### src/shared/watchdog_consts.svh
// constants for the watchdog block: register addresses, field positions,
// reset values and timing counts. the CPU clock is 20 MHz on mclk.
`ifndef WATCHDOG_CONSTS_SVH
`define WATCHDOG_CONSTS_SVH

// register addresses (8-bit SFR-style space)
`define ADDR_RESTART_KEY 8'hA6
`define ADDR_WDOG_CTRL 8'hA7
`define ADDR_POWER_CTRL 8'h87
`define ADDR_IRQ_STATUS 8'hF0
`define ADDR_IRQ_MASK 8'hF1
`define ADDR_WDOG_STATUS 8'hF2
// low byte of the watchdog count, read only
`define ADDR_WDOG_COUNT 8'hF3

// watchdog control field positions
`define CTRL_PS_LSB 5
`define CTRL_IDLE_FREEZE 4
`define CTRL_PIN_RST_DIS 3
`define CTRL_HW_MODE 2
`define CTRL_SOFT_RESTART 1
`define CTRL_SOFT_ENABLE 0
`define CTRL_RESET 8'h00

// power control: power-off flag position
`define POWER_CONTROL_POF_BIT 4
// power control reads with the power-off flag set after a cold start
`define POWER_CONTROL_RESET 8'h10

// interrupt status bits
`define IRQ_TIMEOUT 0
`define IRQ_POR 1
`define IRQ_BROWNOUT 2
`define IRQ_RESET 8'h00

// restart key bytes
`define KEY_FIRST 8'h1E
`define KEY_SECOND 8'hE1

// machine cycle: 12 clock periods of mclk
`define MCYCLE_CLKS 12
// base watchdog period, 16K machine cycles
`define WDOG_BASE_LOG2 14
// pulse width of the watchdog reset, in mclk cycles
`define WDOG_PULSE_CLKS 24

// release delay after power-on or brown-out: 2 ms at 20 MHz
`define RELEASE_DELAY_US 2000
`define CLK_MHZ 20
`define RELEASE_DELAY_CLKS (`RELEASE_DELAY_US * `CLK_MHZ)

`endif

### src/shared/watchdog_pkg.sv
// types for the watchdog block.
// assumes the constants header is included by the design files.
package watchdog_pkg;

  // key recogniser state
  typedef enum logic [0:0] {
    KEY_IDLE = 1'b0,
    KEY_GOT_FIRST = 1'b1
  } key_state_t;

endpackage : watchdog_pkg

### src/hw/release_delay.sv
// one reset release delay: holds its output asserted while the source
// is active and for a set count of clocks after the source goes away.
// assumes srcActive is already synchronised to mclk.
`timescale 1ns/1ps
module release_delay #(
  parameter int unsigned DELAY_CLKS = 40000
) (
  input wire logic mclk,
  input wire logic rstn,
  input wire logic srcActive,
  output logic holdReset
);

  // counter wide enough for the full delay
  localparam int unsigned CW = $clog2(DELAY_CLKS + 1);
  localparam logic [CW-1:0] LAST = CW'(DELAY_CLKS - 1);

  logic [CW-1:0] count_ff; // clocks spent since release
  logic hold_ff; // reset held
  logic [CW-1:0] nxt_count;
  logic nxt_hold;
  wire doneCount = (count_ff == LAST);

  // restart on every source assertion, no delay on reasserting
  assign nxt_count = srcActive ? '0 :
                     (hold_ff ? count_ff + CW'(1) : count_ff);
  assign nxt_hold = srcActive ? 1'b1 : (hold_ff & ~doneCount);

  // counting only runs while the hold is still in force
  always_ff @(posedge mclk or negedge rstn) begin
    if (!rstn) begin
      count_ff <= '0;
      hold_ff <= 1'b1;
    end else begin
      count_ff <= nxt_count;
      hold_ff <= nxt_hold;
    end
  end

  assign holdReset = hold_ff;

endmodule : release_delay

### src/hw/watchdog_with_reset_delays.sv
// watchdog timer with power-on and brown-out release delays.
// assumes an 8-bit register port on mclk, and detector, idle and
// power-down levels from outside the clock domain.
// full periods run to millions of clocks; the count byte is readable.
`timescale 1ns/1ps
`include "watchdog_consts.svh"
module watchdog_with_reset_delays #(
  parameter int unsigned RELEASE_CLKS = `RELEASE_DELAY_CLKS
) (
  input wire logic mclk,
  input wire logic rstn,
  input wire logic [7:0] regAddr,
  input wire logic [7:0] regWdata,
  input wire logic regWr,
  input wire logic regRd,
  output logic [7:0] regRdata,
  input wire logic porActive,
  input wire logic brownoutDetect,
  input wire logic idleMode,
  input wire logic powerDown,
  input wire logic rstPinIn,
  output logic rstPinOut,
  output logic rstPinOe,
  output logic coreReset,
  output logic irq
);

  // pin, detector, idle and power-down synchronisers, two stages each; the detectors and
  // the pin change at any time, so no logic may read the first stage
  logic [1:0] porSync_ff;
  logic [1:0] bodSync_ff;
  logic [1:0] idleSync_ff;
  logic [1:0] pdSync_ff;
  logic [1:0] pinSync_ff;

  // only the second stage is read by logic
  always_ff @(posedge mclk or negedge rstn) begin
    if (!rstn) begin
      porSync_ff <= 2'h3;
      bodSync_ff <= 2'h0;
      idleSync_ff <= 2'h0;
      pdSync_ff <= 2'h0;
      pinSync_ff <= 2'h0;
    end else begin
      porSync_ff <= {porSync_ff[0], porActive};
      bodSync_ff <= {bodSync_ff[0], brownoutDetect};
      idleSync_ff <= {idleSync_ff[0], idleMode};
      pdSync_ff <= {pdSync_ff[0], powerDown};
      pinSync_ff <= {pinSync_ff[0], rstPinIn};
    end
  end

  wire porLvl = porSync_ff[1]; // power-on detector active
  wire bodLvl = bodSync_ff[1]; // brown-out active
  wire idleLvl = idleSync_ff[1]; // cpu idle
  wire pdLvl = pdSync_ff[1]; // power-down
  wire pinLvl = pinSync_ff[1]; // board reset line seen on the pin

  // release delays, one instance per detector; a brown-out that comes
  // during the power-on hold restarts only its own count
  logic porHold;
  logic bodHold;

  release_delay #(.DELAY_CLKS(RELEASE_CLKS)) u_por_delay (
    .mclk(mclk),
    .rstn(rstn),
    .srcActive(porLvl),
    .holdReset(porHold)
  );

  release_delay #(.DELAY_CLKS(RELEASE_CLKS)) u_bod_delay (
    .mclk(mclk),
    .rstn(rstn),
    .srcActive(bodLvl),
    .holdReset(bodHold)
  );

  // cold reset: power-on level or hold; warm: brown-out level or hold, or the pin
  wire coldReset = porHold | porLvl;
  wire warmReset = bodHold | bodLvl | pinLvl;

  // register state
  logic [7:0] ctrl_ff; // watchdog control
  logic [7:0] power_control_ff; // power control
  logic [7:0] irqStat_ff; // sticky event bits
  logic [7:0] irqMask_ff; // interrupt mask
  logic [7:0] rdata_ff; // read data, one cycle after the strobe
  logic hwRun_ff; // armed in hardware mode
  watchdog_pkg::key_state_t keyState_ff; // key recogniser

  // machine-cycle prescaler and watchdog count
  logic [3:0] mcDiv_ff;
  logic [20:0] wdCount_ff;
  logic [4:0] pulseCnt_ff; // remaining clocks of the timeout pulse
  logic pulsePin_ff; // pulse also goes out on the pin
  logic coreReset_ff;
  logic rstPinOut_ff;
  logic rstPinOe_ff;
  logic irq_ff;

  // address decode
  wire selKey = (regAddr == `ADDR_RESTART_KEY);
  wire selCtrl = (regAddr == `ADDR_WDOG_CTRL);
  wire selPcon = (regAddr == `ADDR_POWER_CTRL);
  wire selStat = (regAddr == `ADDR_IRQ_STATUS);
  wire selMask = (regAddr == `ADDR_IRQ_MASK);
  wire selWstat = (regAddr == `ADDR_WDOG_STATUS);
  wire wrKey = regWr & selKey;
  wire wrCtrl = regWr & selCtrl;
  // write strobes per register
  wire wrPcon = regWr & selPcon; // power control write
  wire wrStat = regWr & selStat; // status write-one-to-clear
  wire wrMask = regWr & selMask; // mask write
  wire selCount = (regAddr == `ADDR_WDOG_COUNT); // count low byte

  // control fields
  wire [2:0] periodSel = ctrl_ff[7:`CTRL_PS_LSB];
  wire idleFreeze = ctrl_ff[`CTRL_IDLE_FREEZE];
  wire pinRstDis = ctrl_ff[`CTRL_PIN_RST_DIS];
  wire hwMode = ctrl_ff[`CTRL_HW_MODE];
  wire softRestart = ctrl_ff[`CTRL_SOFT_RESTART];
  wire softEnable = ctrl_ff[`CTRL_SOFT_ENABLE];

  // machine cycle tick every 12 clocks; the watchdog never sees the
  // raw oscillator, so x2 mode only changes the mcycle source upstream
  wire mcTick = (mcDiv_ff == 4'(`MCYCLE_CLKS - 1));

  // key sequence: second byte must be the very next key write
  wire keyDone = wrKey & (keyState_ff == watchdog_pkg::KEY_GOT_FIRST) &
                 (regWdata == `KEY_SECOND);
  wire armNow = keyDone & hwMode;

  // running: software enable, or armed in hardware mode
  wire running = hwMode ? hwRun_ff : softEnable;
  // idle freeze and power-down stop the count
  // power-down gates the count even while mclk keeps running
  wire frozen = pdLvl | (idleLvl & idleFreeze);
  wire countEn = running & ~frozen & mcTick;

  // timeout index: bit 13 plus select, 16K doubling per step
  wire [4:0] topBit = 5'(`WDOG_BASE_LOG2 - 1) + {2'h0, periodSel};
  wire [20:0] lastCount = (21'h1 << topBit) * 21'h2 - 21'h1;
  wire timeout = countEn & (wdCount_ff >= lastCount);
  // service in software mode only; restart bit inert in hardware mode
  wire swRestart = ~hwMode & softRestart;
  wire clearCount = swRestart | keyDone;
  // an armed watchdog keeps hardware mode until a reset: clearing the
  // mode bit must not become a back door that stops it
  wire keepHw = regWdata[`CTRL_HW_MODE] | hwRun_ff;
  // in hardware mode the enable bit is status, not a control
  wire keepEn = hwMode ? softEnable : regWdata[`CTRL_SOFT_ENABLE];
  wire [7:0] ctrlWrite = {regWdata[7:3], keepHw, regWdata[1], keepEn};

  // read mux; enable bit reports running state in hardware mode
  // unmapped addresses read zero; the count byte shows progress
  wire [7:0] ctrlView = {ctrl_ff[7:1],
                         hwMode ? hwRun_ff : softEnable};
  wire [7:0] wstatView = {5'h0, coreReset_ff, hwRun_ff, running};
  wire [7:0] rdMux = selCtrl ? ctrlView :
                     selPcon ? power_control_ff :
                     selStat ? irqStat_ff :
                     selMask ? irqMask_ff :
                     selWstat ? wstatView :
                     selCount ? wdCount_ff[7:0] : 8'h00;

  // events into the sticky status register
  wire [7:0] irqEvents = {5'h0, bodLvl, porLvl, timeout};
  wire [7:0] statClr = wrStat ? regWdata : 8'h00;

  // prescaler runs free; counts mclk to machine cycles
  // free running means the first tick after enabling may come early
  always_ff @(posedge mclk or negedge rstn) begin
    if (!rstn) begin
      mcDiv_ff <= 4'h0;
    end else begin
      mcDiv_ff <= mcTick ? 4'h0 : mcDiv_ff + 4'h1;
    end
  end

  // watchdog count; disabling only freezes, never clears
  // 21 bits: the longest period ends at all ones, so no carry is lost
  always_ff @(posedge mclk or negedge rstn) begin
    if (!rstn) begin
      wdCount_ff <= 21'h0;
    end else if (coldReset | warmReset | clearCount | timeout) begin
      wdCount_ff <= 21'h0;
    end else if (countEn) begin
      wdCount_ff <= wdCount_ff + 21'h1;
    end
  end

  // control register; all zero on any reset
  always_ff @(posedge mclk or negedge rstn) begin
    if (!rstn) begin
      ctrl_ff <= `CTRL_RESET;
    end else if (coldReset | warmReset | coreReset_ff) begin
      ctrl_ff <= `CTRL_RESET;
    end else if (wrCtrl) begin
      ctrl_ff <= ctrlWrite;
    end else if (swRestart) begin
      ctrl_ff[`CTRL_SOFT_RESTART] <= 1'b0;
    end
  end

  // hardware arm flag; only a reset drops it
  // the timeout pulse counts as a reset, so arming starts over
  always_ff @(posedge mclk or negedge rstn) begin
    if (!rstn) begin
      hwRun_ff <= 1'b0;
    end else if (coldReset | warmReset | coreReset_ff) begin
      hwRun_ff <= 1'b0;
    end else if (armNow) begin
      hwRun_ff <= 1'b1;
    end
  end

  // key recogniser: any other key value drops a half sequence
  // writes to other addresses leave a half sequence alone
  always_ff @(posedge mclk or negedge rstn) begin
    if (!rstn) begin
      keyState_ff <= watchdog_pkg::KEY_IDLE;
    end else if (wrKey) begin
      keyState_ff <= (regWdata == `KEY_FIRST) ?
                     watchdog_pkg::KEY_GOT_FIRST :
                     watchdog_pkg::KEY_IDLE;
    end
  end

  // power control: cold reset sets the flag, software clears it;
  // a cold reset in the cycle of a clearing write wins
  always_ff @(posedge mclk or negedge rstn) begin
    if (!rstn) begin
      power_control_ff <= `POWER_CONTROL_RESET;
    end else if (coldReset) begin
      power_control_ff[`POWER_CONTROL_POF_BIT] <= 1'b1;
    end else if (wrPcon) begin
      power_control_ff <= regWdata;
    end
  end

  // sticky status, write one to clear; an event in the same cycle as
  // its clear wins, so software never loses an event it did not see
  always_ff @(posedge mclk or negedge rstn) begin
    if (!rstn) begin
      irqStat_ff <= `IRQ_RESET;
    end else begin
      irqStat_ff <= (irqStat_ff & ~statClr) | irqEvents;
    end
  end

  // interrupt mask, plain read-write
  always_ff @(posedge mclk or negedge rstn) begin
    if (!rstn) begin
      irqMask_ff <= `IRQ_RESET;
    end else if (wrMask) begin
      irqMask_ff <= regWdata;
    end
  end

  // timeout pulse: fixed width; pin driven only when enabled
  // the width outlasts the pin synchroniser, so the board sees it too
  always_ff @(posedge mclk or negedge rstn) begin
    if (!rstn) begin
      pulseCnt_ff <= 5'h0;
      pulsePin_ff <= 1'b0;
    end else if (timeout) begin
      pulseCnt_ff <= 5'(`WDOG_PULSE_CLKS);
      pulsePin_ff <= ~pinRstDis;
    end else if (pulseCnt_ff != 5'h0) begin
      pulseCnt_ff <= pulseCnt_ff - 5'h1;
    end else begin
      pulsePin_ff <= 1'b0;
    end
  end

  wire pulseOn = (pulseCnt_ff != 5'h0);
  wire pinDrive = pulseOn & pulsePin_ff;
  wire irqPending = |(irqStat_ff & irqMask_ff); // unmasked event

  // core reset: every reset source and the timeout pulse hold the core
  always_ff @(posedge mclk or negedge rstn) begin
    if (!rstn) begin
      coreReset_ff <= 1'b1;
    end else begin
      coreReset_ff <= coldReset | warmReset | pulseOn;
    end
  end

  // pin driver: level and enable move together, so this block only
  // ever drives the line high and never fights a board pull-down
  always_ff @(posedge mclk or negedge rstn) begin
    if (!rstn) begin
      rstPinOut_ff <= 1'b0;
      rstPinOe_ff <= 1'b0;
    end else begin
      rstPinOut_ff <= pinDrive;
      rstPinOe_ff <= pinDrive;
    end
  end

  // level interrupt while any unmasked status bit is set
  always_ff @(posedge mclk or negedge rstn) begin
    if (!rstn) begin
      irq_ff <= 1'b0;
    end else begin
      irq_ff <= irqPending;
    end
  end

  // read data stand for one cycle after the strobe, zero otherwise
  always_ff @(posedge mclk or negedge rstn) begin
    if (!rstn) begin
      rdata_ff <= 8'h00;
    end else begin
      rdata_ff <= regRd ? rdMux : 8'h00;
    end
  end

  assign regRdata = rdata_ff;
  assign coreReset = coreReset_ff;
  assign rstPinOut = rstPinOut_ff;
  assign rstPinOe = rstPinOe_ff;
  assign irq = irq_ff;

endmodule : watchdog_with_reset_delays

### config.mk
export PLATFORM = sky130hd
export DESIGN_NAME = watchdog_with_reset_delays
export DESIGN_NICKNAME = d
export VERILOG_FILES = /design/src/shared/watchdog_pkg.sv /design/src/hw/release_delay.sv /design/src/hw/watchdog_with_reset_delays.sv
export VERILOG_INCLUDE_DIRS = /design/src /design/src/shared
export SDC_FILE = /design/constraint.sdc
export NUM_CORES = 1
export LEC_CHECK = 0
export BUFFER_PORTS_ARGS = -buffer_cell sky130_fd_sc_hd__buf_2
export CAP_MARGIN = 20
export CORE_MARGIN = 1
export CORE_UTILIZATION = 40
export DETAILED_ROUTE_END_ITERATION = 8
export GPL_TIMING_DRIVEN = 0
export HOLD_SLACK_MARGIN = 0.1
export SLEW_MARGIN = 5
export SYNTH_ARGS = -nofsm -noshare
export SYNTH_HDL_FRONTEND = slang
export SYNTH_SLANG_ARGS = --single-unit
### constraint.sdc
create_clock -name mclk -period 4 [get_ports mclk]
set_input_delay 0.8 -clock mclk [delete_from_list [all_inputs] [get_ports mclk]]
set_output_delay 0.8 -clock mclk [all_outputs]
set_load 0.01 [all_outputs]
==> results of run 1 <==
-- power by group through the flow --
stage                     combinational (mW)  clock [mW]  sequential (mW)
after floorplan                       0.0385           0             1.26
after global placement                0.0950           0             1.26
after detailed placement               0.101           0             1.26
after CTS                              0.101        1.58             1.24
after global routing                   0.113        1.65             1.24
final                                 0.0990        1.56             1.24
-- stage by stage --
step           worst slack, ns  hold slack (ns)  instance area, sq um   TNS, ns
4_1_cts                0.04170           0.2977                  7811         0
5_1_grt               -0.02210           0.3149                  7943  -0.06457
3_3_place_gp           -0.6308           0.3341                  7068    -10.96
6_report                0.1634           0.2953                  7943         0
2_1_floorplan          0.03201           0.3312                  6618         0
3_5_place_dp           -0.6735           0.3418                  7112    -12.02
-- path summary, 6_finish.rpt --
kind,from,to,depth (start not counted)
worst max-delay path,ctrl_ff[7],pulseCnt_ff[4],19
worst min-delay path,rstn,regRdata[7],1
worst max register to register,ctrl_ff[7],pulseCnt_ff[4],19
worst min register to register,pdSync_ff[0],pdSync_ff[1],0
max in group asynchronous,rstn,u_por_delay.holdReset,2
min in group mclk,pdSync_ff[0],pdSync_ff[1],0
-- final cells by class --
type                    count  area, sq um
multi-input cells         488         3478
well taps                 216        270.3
clock inverters            11        145.1
fillers                  1529         8058
inverters                  11        46.29
clock buffers              21        460.4
repair buffers             54        344.1
flip-flops and latches    120         3013
plain buffers              25        185.2
-- cell families after synthesis --
family	count (synthesis)
xor gates and xnor gates	52
DFF	120
adders and majority gates	23
AOI/OAI and AO/OA	106
buffers and inverters	38
muxes	40
and+or+nand+nor	267
-- synth_stat cells, types with 2 or more instances --
| cell | n |
|---|---|
| xnor2_1 | 15 |
| a211oi_1 | 3 |
| ha_1 | 23 |
| buf_4 | 6 |
| nand4_1 | 19 |
| and3_1 | 11 |
| nor2_1 | 91 |
| dfstp_2 | 6 |
| nor3b_1 | 2 |
| a21oi_1 | 16 |
| and2_1 | 12 |
| mux2_2 | 22 |
| nor2b_1 | 9 |
| xor2_1 | 37 |
| buf_6 | 5 |
| a22oi_1 | 10 |
| nor3_1 | 12 |
| a21o_1 | 5 |
| inv_1 | 10 |
| o22ai_1 | 6 |
| or3_1 | 5 |
| a21boi_0 | 8 |
| dfrtp_1 | 114 |
| nor4b_1 | 3 |
| o31a_1 | 2 |
| or2_4 | 2 |
| a211o_1 | 3 |
| o211ai_1 | 2 |
| nand3b_1 | 6 |
| a31oi_1 | 4 |
| nand2b_1 | 8 |
| o211a_1 | 2 |
| o21ai_0 | 26 |
| nand3_1 | 22 |
| nand2_1 | 41 |
| and4_1 | 7 |
| o21bai_1 | 2 |
| nor4_1 | 3 |
| mux2i_1 | 15 |
| mux4_2 | 3 |
| clkbuf_1 | 14 |
-- sequential cells by signal (all words and copies together) (netlist names), 2 cells and up --
name	cells
u_bod_delay.count_ff	16
ctrl_ff	8
pdSync_ff	2
irqMask_ff	8
pinSync_ff	2
pulseCnt_ff	5
bodSync_ff	2
power_control_ff	8
mcDiv_ff	4
wdCount_ff	21
idleSync_ff	2
porSync_ff	2
irqStat_ff	8
regRdata	8
u_por_delay.count_ff	16
-- layer usage --
| layer | GRT usage [%] | vias to the layer above |
|---|---|---|
| met5 | 0 | - |
| met2 | 32.40 | 79 |
| met4 | 6.897 | 0 |
| met1 | 27.26 | 2510 |
| met3 | 4.031 | 15 |
| li1 | - | 2454 |
-- timing repair --
item                                    in CTS  in global routing
setup buffers                                6                 10
endpoints found under the setup margin      28                 28
pin swaps                                    8                  9
resized for setup                           12                 18
==> impl_metrics.toml, run 1 <==
[synthesis]
synth_seq_cells = 120
synth_top_family_by_area = "simple AND/OR/NAND/NOR gates"
synth_compound_area_share_pct = 11.63
yosys.area_share.simple_pct = 21.38
netlist.area_leader.share_pct = 43.18
yosysTopAreaCell = "dfrtp_1"
ys_warn_count = 0
syn_nets = 694
ys_types = 75
synth-edff-count = 0
synthXorXnorAreaFrac_pct = 6.894
syn_inst = 646
netlist_area_sq_um = 6606
synth_ff_type = "dfrtp_1"
synthMuxAreaShare_pct = 7.045
ys_seq_area_share_pct = 45.57
avgSynthCellArea_sq_um = 10.23
synth_adder_area_share_pct = 4.356
async_reset_ff_share_pct = 100.0
yosys-top-cells-area = "dfrtp_1, nor2_1, xor2_1"

[setup_path]
worstPathRequired_ns = 4.29
slowest_stage = "dfrtp_2"
crit_arrival_ns = 4.12
slowest_delay_ns = 0.42
reg2reg_slack_ns = 0.16
crit_chain = "buf_4, inv_1, ha_4, buf_12, nand3_2, ha_4, buf_6, xor2_1, o21ai_1, a22oi_2, ha_2, a211oi_2, o21bai_1, o22ai_2, nand2_2, a2111oi_4, a211oi_4, buf_4, a211o_1"
worstSetupEndpointType = "register"
cp_top_family = "compound AO/OA/AOI/OAI gates"
critPathLaunchType = "register"
crit_buf_inv = 5
crit_type = "reg -> reg"
critical_path.max_fanout = 10

[final_layout]
fin_nets = 765
fin_cells = 946
final_core_util_pct = 49.64
final_common_cell = "dfrtp_1"
final_cell_mix = "dfrtp_1, nor2_1, nand2_1"
diodes = 0
syn_to_final_growth_pct = 20.23
drive_gt1_share_pct = 22.33

[cts]
cts_made_buffers = 17
cts_sinks = 120
cts_tree = "built"
cts_htree_levels = 4
cts_buffer_depth = 2
cts_root_buf = "clkbuf_16"
postCtsHoldBufs = 0
clock_latency_ns = 0.40
clk_pin_slew_ns = 0.06

[floorplanning]
die_x_microns = 130.5
core_sq_um = 16000
die_y_microns = 130.5
ioPinCount = 37
start_util_pct = 41.29
rows = 46
die-area_sq_um = 17030

[sta]
slew_headroom_pct = 50.78
skew_ns = 0.004768
report.final.slew_viol_count = 0
fmax_mhz = 260.6
tightest_slew_ns = 0.7281
setup_viol = 0
period_minus_slack_ns = 3.837
period_share_pct = 95.92
hold_violations = 0

[global_route]
grt_overflow = 0
gr-usage-all-layers_pct = 20.18
grt_max_degree = 82
grt_pass1_wl_microns = 26410
grt_pass1_vias = 5250
antenna_found_initial = 0

[detailed_routing]
drt_iter0_markers = 260
routed_via_density = 5.347
dr.max_layer_used = "met4"
ant_nets = 0
wl_per_cell_microns = 16.75
wirelength_microns = 15850
dr.pass1.iters = 4
drcViolationCount = 0
wl_met3_microns = 595
wl_met1_microns = 7418
dr_wl_met2_microns = 7665
routed-via-count = 5058

[power_and_ir_drop]
intPower_mw = 2.278
combPwrFrac_pct = 3.4
power_leakage_nw = 3.510
seq_power_share_pct = 42.9
p_total_mw = 2.898
p_clk_share_pct = 53.7
p_sw_share_pct = 21.39
ir_drop_mv = 0.3361
power_switching_mw = 0.6198
p_per_area_nw_per_um2 = 364.8

[job]
cap_viol_max_count = 0

[worst_hold_path]
hold_class = "in -> async"

[placement]
dp.cells = 900
portBuffers = 36
gp_congestion = 0.9166
dp_hpwl_microns = 11270

[outcome]
status = "completed"
(Power assumes the default switching activity.)
==> run 2, diff against run 1 <==
--- a/config.mk
+++ b/config.mk
@@ -13,6 +13,7 @@
 export DETAILED_ROUTE_END_ITERATION = 8
 export GPL_TIMING_DRIVEN = 0
 export HOLD_SLACK_MARGIN = 0.1
+export MAX_ROUTING_LAYER = met4
 export SLEW_MARGIN = 5
 export SYNTH_ARGS = -nofsm -noshare
 export SYNTH_HDL_FRONTEND = slang
==> impl_metrics.toml, run 2 (synthesis results as in run 1) <==
[outcome]
status = "completed"

[final_layout]
largest_reg_flops = 21
drive_gt1_share_pct = 22.10
syn_to_final_growth_pct = 19.45
fin_nets = 759
fin_cells = 940
final_cell_mix = "dfrtp_1, nor2_1, nand2_1"
diodes = 0
final_common_cell = "dfrtp_1"
filler_cell_count = 1543
regMostFlops = "wdCount_ff"
top_regs = "wdCount_ff (21), u_bod_delay.count_ff (16), u_por_delay.count_ff (16)"

[power_and_ir_drop]
power_leakage_nw = 3.470
p_per_area_nw_per_um2 = 360.0
p_total_mw = 2.841
ir_drop_mv = 0.3254

[setup_path]
worstPathRequired_ns = 4.29
critical_path.max_fanout = 10
r2r-end = "pulseCnt_ff[0]"
r2r_cells = 20
crit_arrival_ns = 4.16
worstSetupEndpointType = "register"
critPathLaunchType = "register"
reg2reg_from = "ctrl_ff[6]"
slowest_delay_ns = 0.36
crit_chain = "buf_4, and2_1, buf_6, inv_6, ha_4, buf_8, buf_8, nand3_2, ha_4, buf_4, xor2_1, o21ai_1, a22oi_2, ha_2, nand4_1, or2_2, o21bai_2, a211oi_4, buf_6, nor2_1"
reg2reg_slack_ns = 0.13
slowest_stage = "dfrtp_1"
crit_type = "reg -> reg"

[cts]
cts_made_buffers = 17
postCtsHoldBufs = 0
clock_latency_ns = 0.41
cts_tree = "built"
clk_pin_slew_ns = 0.06
cts_htree_levels = 4
cts_sinks = 120
cts_buffer_depth = 2
cts_root_buf = "clkbuf_16"

[global_route]
gr-usage-all-layers_pct = 20.56
antenna_found_initial = 0
grt_pass1_wl_microns = 26010
grt_max_degree = 92
grt_pass1_vias = 5182
grt_overflow = 0

[placement]
gp_congestion = 0.9054
dp.cells = 899
dpl_worst_slack_ns = -0.6338
portBuffers = 36
dp_hpwl_microns = 11320

[sta]
setup_viol = 0
tightest_slew_ns = 0.7840
period_minus_slack_ns = 3.869
setup_slack_ns = 0.1311
hold_violations = 0
fmax_mhz = 258.5
whs_ns = 0.2626
rsz0062_at_grt = "true"
fin_tns_setup_ns = 0
period_share_pct = 96.72
slew_headroom_pct = 47.60
skew_ns = 0.006442
report.final.slew_viol_count = 0

[detailed_routing]
drt_iter0_markers = 276
routed_via_density = 5.410
routed-via-count = 5085
drcViolationCount = 0
wirelength_microns = 15630
dr.pass1.iters = 4
ant_nets = 0
wl_per_cell_microns = 16.62

[floorplanning]
rows = 46
die_y_microns = 130.5
die_x_microns = 130.5
ioPinCount = 37
start_util_pct = 41.29
core_sq_um = 16000
die-area_sq_um = 17030

[job]
cap_viol_max_count = 0

[worst_hold_path]
hold_class = "in -> async"
[run 2: cell count changes in the layout (fill, tap and decap cells not counted), moves of 2 or more]
cell	previous run	this run
buf_8	0	2
clkinv_4	1	3
buf_6	9	7
buf_4	20	15
[run 2: layout make-up]
type	instances	area, sq um	share of cell area (%)
buffer	26	196.4	2.489
clock buffer	21	460.4	5.835
clock inverter	11	125.1	1.586
inverter	11	46.29	0.5866
multi-input combinational	488	3487	44.19
sequential	120	3013	38.18
tap	216	270.3	3.425
timing repair buffer	47	292.8	3.710
[run 2: timing repair]
action / CTS / global route
endpoints found under the setup margin: 28 / 28
pin swaps: 6 / 8
buffers inserted: 5 / 5
gates resized for setup: 13 / 20
[run 2: critical path, delay by kind of cell, from the launching register on]
family	cells	cell delay [ns]
compound gates	4	0.88
xor+xnor	1	0.15
fa+ha+maj	3	0.67
buf+inv	7	0.94
flops	1	0.36
simple gates	5	0.75
[run 2: worst max-delay path by stage]
stage	start	end	slack [ns]	depth (start not counted)
floorplan	ctrl_ff[6]	pulsePin_ff	0.03	21
global placement	ctrl_ff[5]	pulsePin_ff	-0.66	20
detailed placement	ctrl_ff[6]	pulsePin_ff	-0.63	21
CTS	ctrl_ff[6]	pulseCnt_ff[3]	0.005	22
global route	ctrl_ff[6]	pulseCnt_ff[3]	-0.05	22
finish	ctrl_ff[6]	pulseCnt_ff[0]	0.13	20
[run 2: per-layer routing]
layer  vias to the layer above  part of all wire, %  GRT usage [%]
met5                         -                    0              -
met4                         0                  1.8          6.694
met1                      2515                   47          26.17
li1                       2449                    -              -
met3                        19                  3.2          4.112
met2                       102                   48          32.87
[run 2: stage by stage]
step / util, % / cell area (sq um)
3_3_place_gp: 44.17 / 7068
2_1_floorplan: - / 6618
6_report: 49.32 / 7891
3_5_place_dp: 44.42 / 7108
5_1_grt: 49.32 / 7891
4_1_cts: 48.65 / 7784
[run 2: power breakdown]
part | leakage [nW] | switching, mW | internal, mW | total [mW]
sequential | 1.61 | 0.0106 | 1.23 | 1.24
clock | 0.283 | 0.549 | 0.951 | 1.50
combinational | 1.58 | 0.0650 | 0.0340 | 0.0990
total | 3.47 | 0.624 | 2.22 | 2.84
